File: src/hw/lae_pkg.sv
package lae_pkg;

    // register indexes; byte address on the bus is four times the index
    localparam logic [7:0] LAE_IDX_EVENT_STATUS = 8'h18;
    localparam logic [7:0] LAE_IDX_EVENT_MASK = 8'h19;
    localparam logic [7:0] LAE_IDX_ALARM_STATUS = 8'h1a;
    localparam logic [7:0] LAE_IDX_ALARM_MASK = 8'h1b;
    localparam logic [7:0] LAE_IDX_FRAME_STATUS = 8'h1c;
    localparam logic [7:0] LAE_IDX_FRAME_MASK = 8'h1d;
    localparam logic [7:0] LAE_IDX_COMMON_CONTROL_ONE = 8'h70;

    localparam logic [7:0] LAE_RESET_VALUE = 8'h00;
    localparam logic [31:0] LAE_UNMAPPED_READ = 32'h0000_0000;

    // second status register: only the event bits kept by this block
    localparam int LAE_BIT_SYNC_ACHIEVED = 4;
    localparam int LAE_BIT_UNFRAMED_ONES_CLEAR = 6;
    localparam int LAE_BIT_YELLOW_CLEAR = 7;
    localparam logic [7:0] LAE_EVENT_IMPL_MASK = 8'hd0;

    // common control one
    localparam int LAE_BIT_SHARED_PIN_SELECT = 0;

    // time slot 16 checks
    localparam int LAE_TS16_DMA_BIT = 6;
    localparam logic [3:0] LAE_FRAME_FIRST = 4'h0;
    localparam logic [3:0] LAE_FRAME_LAST = 4'hf;
    localparam logic [1:0] LAE_DMA_REPEATS = 2'h2;
    localparam logic [7:0] LAE_ALL_ONES_ZERO_LIMIT = 8'h03;

    // clock loss: one channel time, rounded up to whole system clocks
    localparam int LAE_CLK_PERIOD_NS = 50;
    localparam int LAE_E1_CHANNEL_NS = 3906;
    localparam int LAE_T1_CHANNEL_NS = 5181;
    localparam int LAE_E1_CHANNEL_CYC = (LAE_E1_CHANNEL_NS + LAE_CLK_PERIOD_NS - 1) / LAE_CLK_PERIOD_NS;
    localparam int LAE_T1_CHANNEL_CYC = (LAE_T1_CHANNEL_NS + LAE_CLK_PERIOD_NS - 1) / LAE_CLK_PERIOD_NS;
    localparam int LAE_LOSS_CNT_W = 8;

endpackage : lae_pkg

File: src/hw/lae_line_alarm_event_status.sv
`timescale 1ns/1ps
// Summary of operation
// - remote alarm condition flag follows received remote alarm, E1 only, both edges
// - distant multiframe alarm: TS16 frame 0 bit 6 set two multiframes running
// - link identification flag follows detected link signal, E1 only, both edges
// - receive clock loss flag after one channel time without transition, clears on resume
// - transmit clock loss flag likewise; drives shared pin high when selected
// - loop-up flag high while loop-up code matches, T1 only
// - loop-down flag high while loop-down code matches, T1 only
// - spare code flag high while spare code matches, T1 only
// - alarm mask bit set interrupts on rising and falling edges, clear masks
// - unframed-ones clear and yellow clear masks: 1 enables, 0 masks
// - receive align-frame event latched each received align frame, E1 only
// - transmit align-frame event latched each transmit align frame, E1 only
// - receive CRC-4 multiframe event latched on each boundary, E1 only
// - receive multiframe event latched on each receive multiframe boundary
// - transmit multiframe event latched on each transmit multiframe boundary
// - signaling all-zeros event when TS16 all zero over a multiframe, E1
// - signaling all-ones event when TS16 has under three zeros in 16 frames
// - customer alarm-indication event on detected pattern, T1 only
// - status and mask registers at their addresses, all but the live alarm status resetting to zero
// - event bits latch and hold until their status register is read
// - common control bit 0 selects shared pin: loss of sync or tx clock loss
module lae_line_alarm_event_status
    import lae_pkg::*;
(
    // clock and reset
    input wire logic i_clk_sys,
    input wire logic i_rst,
    // avalon-mm slave
    input wire logic [9:0] i_avs_address,
    input wire logic i_avs_read,
    input wire logic i_avs_write,
    input wire logic [31:0] i_avs_writedata,
    input wire logic [3:0] i_avs_byteenable,
    output logic [31:0] o_avs_readdata,
    output logic o_avs_waitrequest,
    // framer mode
    input wire logic i_e1_mode,
    // framer conditions, levels
    input wire logic i_remote_alarm,
    input wire logic i_link_ident_detect,
    input wire logic i_loop_up_match,
    input wire logic i_loop_down_match,
    input wire logic i_spare_match,
    input wire logic i_rx_loss_of_sync,
    // framer events, one-cycle pulses
    input wire logic i_sync_achieved,
    input wire logic i_unframed_ones_clear,
    input wire logic i_yellow_alarm_clear,
    input wire logic i_rx_align_frame,
    input wire logic i_rx_crc_multiframe,
    input wire logic i_rx_multiframe,
    input wire logic i_tx_align_frame,
    input wire logic i_tx_multiframe,
    input wire logic i_ais_customer_detect,
    // received time slot 16, one strobe per frame
    input wire logic i_ts16_valid,
    input wire logic [7:0] i_ts16_byte,
    input wire logic [3:0] i_rx_frame_num,
    // line clock pins
    input wire logic i_rx_line_clock_in,
    input wire logic i_tx_line_clock,
    // outputs
    output logic o_shared_status_pin,
    output logic o_int_n
);

    // bus decode
    wire logic [7:0] reg_index = i_avs_address[9:2];
    wire logic hit_event_status = (reg_index == LAE_IDX_EVENT_STATUS);
    wire logic hit_event_mask = (reg_index == LAE_IDX_EVENT_MASK);
    wire logic hit_alarm_status = (reg_index == LAE_IDX_ALARM_STATUS);
    wire logic hit_alarm_mask = (reg_index == LAE_IDX_ALARM_MASK);
    wire logic hit_frame_status = (reg_index == LAE_IDX_FRAME_STATUS);
    wire logic hit_frame_mask = (reg_index == LAE_IDX_FRAME_MASK);
    wire logic hit_common = (reg_index == LAE_IDX_COMMON_CONTROL_ONE);

    logic ack_q;
    // every access takes one wait state, then completes
    wire logic access = (i_avs_read | i_avs_write) & ~ack_q;
    wire logic rd_take = i_avs_read & ~ack_q;
    wire logic wr_take = i_avs_write & ~ack_q & i_avs_byteenable[0];
    assign o_avs_waitrequest = (i_avs_read | i_avs_write) & ~ack_q;

    always_ff @(posedge i_clk_sys or posedge i_rst)
    begin
        if (i_rst)
            ack_q <= 1'b0;
        else
            ack_q <= access;
    end

    // writable registers
    logic [7:0] event_mask_q;
    logic [7:0] alarm_mask_q;
    logic [7:0] frame_mask_q;
    logic [7:0] common_one_q;

    always_ff @(posedge i_clk_sys or posedge i_rst)
    begin
        if (i_rst)
        begin
            event_mask_q <= LAE_RESET_VALUE;
            alarm_mask_q <= LAE_RESET_VALUE;
            frame_mask_q <= LAE_RESET_VALUE;
            common_one_q <= LAE_RESET_VALUE;
        end
        else if (wr_take)
        begin
            if (hit_event_mask)
                event_mask_q <= i_avs_writedata[7:0] & LAE_EVENT_IMPL_MASK;
            if (hit_alarm_mask)
                alarm_mask_q <= i_avs_writedata[7:0];
            if (hit_frame_mask)
                frame_mask_q <= i_avs_writedata[7:0];
            if (hit_common)
                common_one_q <= i_avs_writedata[7:0];
        end
    end

    // line clock pins cross into the system clock domain
    logic [1:0] rx_clk_sync_q;
    logic [1:0] tx_clk_sync_q;
    logic rx_clk_prev_q;
    logic tx_clk_prev_q;

    always_ff @(posedge i_clk_sys or posedge i_rst)
    begin
        if (i_rst)
        begin
            rx_clk_sync_q <= 2'b00;
            tx_clk_sync_q <= 2'b00;
            rx_clk_prev_q <= 1'b0;
            tx_clk_prev_q <= 1'b0;
        end
        else
        begin
            rx_clk_sync_q <= {rx_clk_sync_q[0], i_rx_line_clock_in};
            tx_clk_sync_q <= {tx_clk_sync_q[0], i_tx_line_clock};
            rx_clk_prev_q <= rx_clk_sync_q[1];
            tx_clk_prev_q <= tx_clk_sync_q[1];
        end
    end

    wire logic rx_clk_edge = rx_clk_sync_q[1] ^ rx_clk_prev_q;
    wire logic tx_clk_edge = tx_clk_sync_q[1] ^ tx_clk_prev_q;
    // the line clock is far slower than ours is fast only in the sense of edges seen;
    // a line clock above half our rate aliases and is not judged reliably
    wire logic [LAE_LOSS_CNT_W-1:0] loss_limit = i_e1_mode ?
        LAE_LOSS_CNT_W'(LAE_E1_CHANNEL_CYC) : LAE_LOSS_CNT_W'(LAE_T1_CHANNEL_CYC);

    logic [LAE_LOSS_CNT_W-1:0] rx_idle_q;
    logic [LAE_LOSS_CNT_W-1:0] tx_idle_q;

    always_ff @(posedge i_clk_sys or posedge i_rst)
    begin
        if (i_rst)
        begin
            rx_idle_q <= '0;
            tx_idle_q <= '0;
        end
        else
        begin
            if (rx_clk_edge)
                rx_idle_q <= '0;
            else if (rx_idle_q < loss_limit)
                rx_idle_q <= rx_idle_q + LAE_LOSS_CNT_W'(1);
            if (tx_clk_edge)
                tx_idle_q <= '0;
            else if (tx_idle_q < loss_limit)
                tx_idle_q <= tx_idle_q + LAE_LOSS_CNT_W'(1);
        end
    end

    wire logic rx_clock_loss_flag = (rx_idle_q >= loss_limit);
    wire logic tx_clock_loss_flag = (tx_idle_q >= loss_limit);

    // time slot 16 monitors
    function automatic logic [3:0] zeros_in(input logic [7:0] b);
        logic [3:0] n;
        n = 4'h0;
        for (int k = 0; k < 8; k++)
            n = n + {3'b000, ~b[k]};
        return n;
    endfunction : zeros_in

    logic [1:0] dma_count_q;
    logic [7:0] ts16_or_q;
    logic [7:0] ts16_zeros_q;
    wire logic frame_first = (i_rx_frame_num == LAE_FRAME_FIRST);
    wire logic frame_last = (i_rx_frame_num == LAE_FRAME_LAST);
    wire logic [7:0] or_so_far = frame_first ? 8'h00 : ts16_or_q;
    wire logic [7:0] zeros_so_far = frame_first ? 8'h00 : ts16_zeros_q;
    wire logic [7:0] ts16_or_d = or_so_far | i_ts16_byte;
    wire logic [7:0] ts16_zeros_d = zeros_so_far + {4'h0, zeros_in(i_ts16_byte)};

    always_ff @(posedge i_clk_sys or posedge i_rst)
    begin
        if (i_rst)
        begin
            dma_count_q <= 2'b00;
            ts16_or_q <= 8'h00;
            ts16_zeros_q <= 8'h00;
        end
        else if (i_ts16_valid)
        begin
            ts16_or_q <= ts16_or_d;
            ts16_zeros_q <= ts16_zeros_d;
            if (frame_first)
            begin
                if (!i_ts16_byte[LAE_TS16_DMA_BIT])
                    dma_count_q <= 2'b00;
                else if (dma_count_q != LAE_DMA_REPEATS)
                    dma_count_q <= dma_count_q + 2'b01;
            end
        end
    end

    // detection stays on in common-channel signaling as well
    wire logic distant_mf_alarm_flag = i_e1_mode & (dma_count_q == LAE_DMA_REPEATS);
    wire logic mf_closing = i_ts16_valid & frame_last & i_e1_mode;
    wire logic signaling_all_zero_hit = mf_closing & (ts16_or_d == 8'h00);
    wire logic signaling_all_one_hit = mf_closing & (ts16_zeros_d < LAE_ALL_ONES_ZERO_LIMIT);

    // alarm conditions, live
    wire logic [7:0] alarm_live = {
        ~i_e1_mode & i_spare_match,
        ~i_e1_mode & i_loop_down_match,
        ~i_e1_mode & i_loop_up_match,
        tx_clock_loss_flag,
        rx_clock_loss_flag,
        i_e1_mode & i_link_ident_detect,
        distant_mf_alarm_flag,
        i_e1_mode & i_remote_alarm
    };

    logic [7:0] alarm_prev_q;

    always_ff @(posedge i_clk_sys or posedge i_rst)
    begin
        if (i_rst)
            alarm_prev_q <= LAE_RESET_VALUE;
        else
            alarm_prev_q <= alarm_live;
    end

    // any change in either direction is an edge worth reporting
    wire logic [7:0] alarm_edge = alarm_live ^ alarm_prev_q;
    wire logic [7:0] alarm_irq_set = alarm_edge & alarm_mask_q;

    // frame events
    wire logic [7:0] frame_set = {
        ~i_e1_mode & i_ais_customer_detect,
        signaling_all_one_hit,
        signaling_all_zero_hit,
        i_tx_multiframe,
        i_e1_mode & i_tx_align_frame,
        i_rx_multiframe,
        i_e1_mode & i_rx_crc_multiframe,
        i_e1_mode & i_rx_align_frame
    };

    logic [7:0] event_set;
    always_comb
    begin
        event_set = 8'h00;
        event_set[LAE_BIT_SYNC_ACHIEVED] = i_sync_achieved;
        event_set[LAE_BIT_UNFRAMED_ONES_CLEAR] = i_unframed_ones_clear;
        event_set[LAE_BIT_YELLOW_CLEAR] = i_yellow_alarm_clear;
    end

    wire logic clr_event = rd_take & hit_event_status;
    wire logic clr_alarm = rd_take & hit_alarm_status;
    wire logic clr_frame = rd_take & hit_frame_status;
    logic [7:0] event_flags;
    logic [7:0] alarm_irq_flags;
    logic [7:0] frame_flags;

    lae_sticky_bits #(.WIDTH(8)) u_event_flags (
        .i_clk_sys(i_clk_sys),
        .i_rst(i_rst),
        .i_set(event_set),
        .i_clear(clr_event),
        .o_flags(event_flags)
    );

    lae_sticky_bits #(.WIDTH(8)) u_alarm_irq (
        .i_clk_sys(i_clk_sys),
        .i_rst(i_rst),
        .i_set(alarm_irq_set),
        .i_clear(clr_alarm),
        .o_flags(alarm_irq_flags)
    );

    lae_sticky_bits #(.WIDTH(8)) u_frame_flags (
        .i_clk_sys(i_clk_sys),
        .i_rst(i_rst),
        .i_set(frame_set),
        .i_clear(clr_frame),
        .o_flags(frame_flags)
    );

    // read data mux
    wire logic [7:0] read_byte =
        hit_event_status ? event_flags :
        hit_event_mask ? event_mask_q :
        hit_alarm_status ? alarm_live :
        hit_alarm_mask ? alarm_mask_q :
        hit_frame_status ? frame_flags :
        hit_frame_mask ? frame_mask_q :
        hit_common ? common_one_q : 8'h00;
    wire logic mapped = hit_event_status | hit_event_mask | hit_alarm_status | hit_alarm_mask |
        hit_frame_status | hit_frame_mask | hit_common;

    logic [31:0] readdata_q;

    always_ff @(posedge i_clk_sys or posedge i_rst)
    begin
        if (i_rst)
            readdata_q <= LAE_UNMAPPED_READ;
        else if (rd_take)
            readdata_q <= mapped ? {24'h000000, read_byte} : LAE_UNMAPPED_READ;
    end

    assign o_avs_readdata = readdata_q;

    // interrupt and shared pin outputs
    wire logic irq_any = |(event_flags & event_mask_q) |
        |alarm_irq_flags |
        |(frame_flags & frame_mask_q);
    wire logic shared_pin_d = common_one_q[LAE_BIT_SHARED_PIN_SELECT] ?
        tx_clock_loss_flag : i_rx_loss_of_sync;

    logic int_n_q;
    logic shared_pin_q;

    always_ff @(posedge i_clk_sys or posedge i_rst)
    begin
        if (i_rst)
        begin
            int_n_q <= 1'b1;
            shared_pin_q <= 1'b0;
        end
        else
        begin
            int_n_q <= ~irq_any;
            shared_pin_q <= shared_pin_d;
        end
    end

    assign o_int_n = int_n_q;
    assign o_shared_status_pin = shared_pin_q;

endmodule : lae_line_alarm_event_status

File: src/hw/lae_sticky_bits.sv
`timescale 1ns/1ps
// sticky flags: a set in the same cycle as the clear wins
module lae_sticky_bits #(
    parameter int WIDTH = 8
) (
    // clock and reset
    input wire logic i_clk_sys,
    input wire logic i_rst,
    // control
    input wire logic [WIDTH-1:0] i_set,
    input wire logic i_clear,
    // state
    output logic [WIDTH-1:0] o_flags
);
    logic [WIDTH-1:0] flags_q;
    logic [WIDTH-1:0] flags_d;

    assign flags_d = i_set | (i_clear ? '0 : flags_q);
    assign o_flags = flags_q;

    always_ff @(posedge i_clk_sys or posedge i_rst)
    begin
        if (i_rst)
            flags_q <= '0;
        else
            flags_q <= flags_d;
    end
endmodule : lae_sticky_bits

File: config.mk
export PLATFORM = sky130hd
export DESIGN_NAME = lae_line_alarm_event_status
export DESIGN_NICKNAME = d
export VERILOG_FILES = /design/src/hw/lae_pkg.sv /design/src/hw/lae_line_alarm_event_status.sv /design/src/hw/lae_sticky_bits.sv
export SDC_FILE = /design/constraint.sdc
export NUM_CORES = 1
export LEC_CHECK = 0
export BUFFER_PORTS_ARGS = -buffer_cell sky130_fd_sc_hd__buf_2
export CORE_MARGIN = 10
export CORE_UTILIZATION = 52
export CTS_BUF_LIST = sky130_fd_sc_hd__clkbuf_4 sky130_fd_sc_hd__clkbuf_8
export CTS_CLUSTER_DIAMETER = 150
export DETAILED_ROUTE_END_ITERATION = 8
export GPL_ROUTABILITY_DRIVEN = 0
export HOLD_SLACK_MARGIN = 0.02
export PLACE_DENSITY = 0.83
export SLEW_MARGIN = 25
export SYNTH_ARGS = -nofsm -noshare
export SYNTH_HDL_FRONTEND = slang
export SYNTH_HIERARCHICAL = 1
export SYNTH_SLANG_ARGS = --single-unit
export TNS_END_PERCENT = 5
File: constraint.sdc
create_clock -name i_clk_sys -period 4.1 [get_ports i_clk_sys]
set_clock_uncertainty 0.15 [all_clocks]
set_input_delay 0.41 -clock i_clk_sys [delete_from_list [all_inputs] [get_ports i_clk_sys]]
set_output_delay 0.41 -clock i_clk_sys [all_outputs]
set_load 0.02 [all_outputs]
Yosys cells after proc, flatten, opt, wreduce, memory -nomap -nowiden
Index checks and enable logic that the tools add are counted.

Bits in read-only memories: 0. Output and inout port bits: 35. Bits in latches: 0. Memories kept: 0. RAM bits: 0. Word-level logic and storage cells: 132. Flip-flop bits (word level): 134.

Multiplexer cells: 21. Multipliers: 0. Divide/modulo/power cells: 0. Reductions and logical operators: 12. Magnitude comparators: 5. Equality and inequality tests: 11. Bitwise operators: 51. Add/sub/neg operators: 11. Shifts and indexed selects: 0.

Operators by type and width (number): $mux 8 (17); $eq 8x5->1 const B (6); $or 8x8->8 (4); $and 8x8->8 (3); $reduce_or 8->1 (3); $and 1x1->1 (21); $add 4x1->4 (4); $add 8x1->8 const B (2); $ge 8x7->1 (2); $lt 8x7->1 (2); $not 1->1 (11); $or 1x1->1 (9); $add 8x4->8 (1); $eq 8x7->1 const B (1); $logic_not 8->1 (1); $lt 8x2->1 const B (1); $reduce_and 2->1 (4); $xor 8x8->8 (1); $mux 6 (1); $add 3x1->4 (1); $eq 4x4->1 const B (1); $logic_not 4->1 (1); $mux 2 (2); $reduce_bool 2->1 (2); 9 further kinds (10).

Logic depth before layout (Yosys ltp)
Word-level depth: 12. Mapped depth: 15. Mapped depth without buffers: 14.

Modules after synthesis
Netlist, hierarchy kept.

By module, submodules not included: lae_line_alarm_event_status (area an instance 5157.4 sq um, cells each 526, seq. area each 2153.3 sq um, instances 1); lae_sticky_bits (area an instance 267.8 sq um, cells each 18, seq. area each 200.2 sq um, instances 3).

Worst setup path before layout
No wires, ideal clock.

Path type: in2reg. Start point: input i_rx_frame_num[3]. End point: register u_frame_flags.flags_q[6], in the netlist u_frame_flags/o_flags[6]. Slack: -381 ps. Required time: 3832 ps. Data arrival time: 4213 ps. Cell stages on the path: 15. Buffers on the path: 1. Cells stage by stage: or4_1 clkbuf_1 nand2_1 fa_1 inv_1 fa_1 fa_1 fa_1 fa_1 a21o_1 a21o_1 nand4_1 o21ai_0 o2111a_1 a21o_1.

Cells in the longest elaborated chain, start to end: 6. Elaborated cells between the ends (all ways): 9.

RTL lines: from (decl) (line lae_line_alarm_event_status.sv:60) `input wire logic [3:0] i_rx_frame_num,`; $logic_not 4->1 (line lae_line_alarm_event_status.sv:191) `wire logic frame_first = (i_rx_frame_num == LAE_FRAME_FIRST);`; $mux 8 (line lae_line_alarm_event_status.sv:194) `wire logic [7:0] zeros_so_far = frame_first ? 8'h00 : ts16_zeros_q;`; $add 8x4->8 (line lae_line_alarm_event_status.sv:196) `wire logic [7:0] ts16_zeros_d = zeros_so_far + {4'h0, zeros_in(i_ts16_byte)};`; $lt 8x2->1 (line lae_line_alarm_event_status.sv:224) `wire logic signaling_all_one_hit = mf_closing & (ts16_zeros_d < LAE_ALL_ONES_ZERO_LIMIT);`; $and 1x1->1 * (line lae_line_alarm_event_status.sv:224); via frame_set[6] (line lae_line_alarm_event_status.sv:253) `wire logic [7:0] frame_set = {`; $or 8x8->8 * (line lae_sticky_bits.sv:18) `assign flags_d = i_set | (i_clear ? '0 : flags_q);`; via u_frame_flags.flags_d[6] (line lae_sticky_bits.sv:16) `logic [WIDTH-1:0] flags_d;`; to (signal assigned) (line lae_sticky_bits.sv:26) `flags_q <= flags_d;`; to (decl) (line lae_sticky_bits.sv:15) `logic [WIDTH-1:0] flags_q;`.

Mark *: on every way through the listed nets, which the timed path passes. The rest lies on a longest branch. A chain may end at the register's enable or synchronous reset.

Worst setup path after layout
Ends and elaborated chain as after synthesis.

==> metrics <==
run status=finished, final reports clean; CP arrival=4130 ps; Yosys reg bits=110; PwrDens=approximately 400 mW/mm2; post-DP HPWL=11,200 um; P_int=1.82 mW; final worst-path cycle share=96.7%; die area=between 0.015 and 0.02 mm2; fin. max-slew vios=0; Pre-antenna DRT Iters=7; syn avg cell area=10.3 um2; maximum VDD drop=between 0.3 and 0.4 mV; Synth Flop Type=dfrtp_1; postcts setup bufs=0; Slowest cell on crit path=or4_1; Tightest Pin Transition=around 930 ps; Reg power frac=a little under half; Post-synth ARST share=100%; CTS tree=done; CP max FO=3; crit-path cells=buf_2 -> or4_1 -> nand2_2 -> fa_1 -> inv_1 -> fa_1 -> fa_1 -> fa_2 -> a21o_1 -> a211oi_1 -> nor2_1 -> nor4_2 -> o2111a_1 -> a21o_1; sequential element share of the synthesized area=46.2%; total grt overflow=0; Critical Path Max Stage Delay=560 ps; First DRT Iteration DRCs=387; first-pass GRT wire length=about 24,000 um; most used cell, CP=fa_1; later-pin clock latency in the skew report=380 ps; number of global-route vias before repair=4,826; post-synth cell types=72; post-route setup TNS=0 ps; Final Critical Period=just under 4000 ps; chip height=127 um; Post-synth EDFFs=0; largest net degree at the start of global routing=54; Inserted Clock Buffers=9; via count=4,773; WL final=14,700 um; Syn Inst Count=580; drt drc=0; Final Core Density=58.4%; HP Class=primary input to flop; Finish-stage setup viols=0; most frequent cells in the layout=dfrtp_1 (109), buf_2 (62), nand2_1 (47); initial antenna violation count=1; Worst EP required=4270 ps; # rows=39; Final Hold Viols=0; Ys Warns=6; Pleak=3.20 nW; GRT Overall Usage=between 10% and 20%; antenna diode count=0; Area Overhead vs Synth=11.0%; clock sinks=110; die width=127 um; layout cells sized above 1=18.0%; Final #Nets=about 760; most common cell after layout, fill and taps aside=dfrtp_1; post-route ant nets=0; root buf cell=clkbuf_8; Post-Syn Area=0.00596 mm2; clock buffer depth=2; Rel. slew slack=38.2%; PortBufs=62; Switching Share=32.5%; WL/cell=between 15 and 20 um; Max Cap Violations=0; Clock Power Share=23.6%; vias per std cell=5.97; crit end category=flop; CP Launch Type=primary input; Initial Utilization=52.7%; r2r setup slk=400 ps; Net Switching=0.876 mW; I/O pin total=116; register clock-pin slew on the reported worst setup and hold paths=100 ps; Setup Crit Path Kind=primary input to flop; Gate power share=29.8%; H-tree Lvls=3; fmax=0.252 GHz; Core Region=0.0113 mm2
power groups by stage:
stage | Sequential (mW) | Clock (mW) | Combinational (mW)
floorplan | 1.26 | 0 | 0.581
global placement | 1.27 | 0 | 0.724
detailed placement | 1.27 | 0 | 0.778
CTS | 1.26 | 0.640 | 0.786
global route | 1.27 | 0.695 | 0.908
finish | 1.26 | 0.635 | 0.803
per-layer routing:
layer	wire length [um]	track usage, %
met1	6040	22.5
met2	7060	29.1
met3	1260	6.20
met4	289	5.69
met5	0	0
repair_timing:
| action | CTS | global route |
|---|---|---|
| endpoints found under the hold margin | 33 | 0 |
| gates resized for setup | 0 | 3 |
| hold buffers | 3 | 0 |
| setup endpoints to repair | 0 | 1 |
synthesized netlist by cell type, types with 9 or more instances:
cell      count  share of area (%)
xnor2_1      12                1.8
a21oi_1      22                1.8
dfrtp_1     109                 46
nor2b_1       9               0.94
a21o_1       30                3.8
nor2_1       25                1.6
nor4_1       10                1.0
a22oi_1       9                1.1
mux2_2       10                1.9
clkbuf_1     11               0.69
o21ai_1       9               0.76
o21ai_0      26                2.2
nand3_1      25                2.1
buf_4        24                3.0
nand2_1      48                3.0
inv_1        26                1.6
mux2_1       18                3.4
ha_1         17                3.6
and2_1       19                2.0
stage by stage:
stage,hold WS [ps],setup slack (ps),power (mW),cell area (um2),cells
2_1_floorplan,75.7,-104,1.84,6070,608
3_3_place_gp,190,-199,1.99,6390,783
3_5_place_dp,191,-239,2.05,6390,783
4_1_cts,60.8,148,2.68,6600,800
5_1_grt,44.6,-74.3,2.87,6620,800
6_report,60.2,136,2.70,6620,800
cells by family after synthesis:
family	Yosys count	share of synthesized area, %
flops	110	46.2
xor+xnor	18	2.64
simple gates	178	16.1
mux	37	7.05
compound gates	144	16.5
buf+inv	70	6.11
fa+ha+maj	22	5.25
other cells	1	0.0629
cell type report:
| type | count | area (um2) |
|---|---|---|
| clock inverter | 4 | 50.0 |
| sequential | 110 | 2750 |
| clock buffer | 10 | 131 |
| tap | 143 | 179 |
| timing repair buffer | 76 | 423 |
| inverter | 29 | 110 |
| multi-input combinational | 428 | 2970 |
| fill | 939 | 4710 |
worst paths after layout:
| kind | cells after the start | end | start |
|---|---|---|---|
| max in group asynchronous | 4 | common_one_q[1] | i_rst |
| setup reg to reg | 12 | u_frame_flags/o_flags[6] | ts16_zeros_q[0] |
| setup / recovery | 14 | u_frame_flags/o_flags[6] | i_rx_frame_num[3] |
| min in group asynchronous | 3 | alarm_prev_q[2] | i_rst |
| hold / removal | 2 | u_event_flags/o_flags[4] | i_sync_achieved |
| hold reg to reg | 0 | rx_clk_sync_q[1] | rx_clk_sync_q[0] |
critical path: cells and delay by family:
family / cells / cell delay, ps
buffers and inverters: 2 / 180
AO/OA/AOI/OAI: 4 / 750
adder cells (fa/ha/maj): 4 / 1690
AND/OR/NAND/NOR: 4 / 1110
Power figures use the tool's default switching activity.
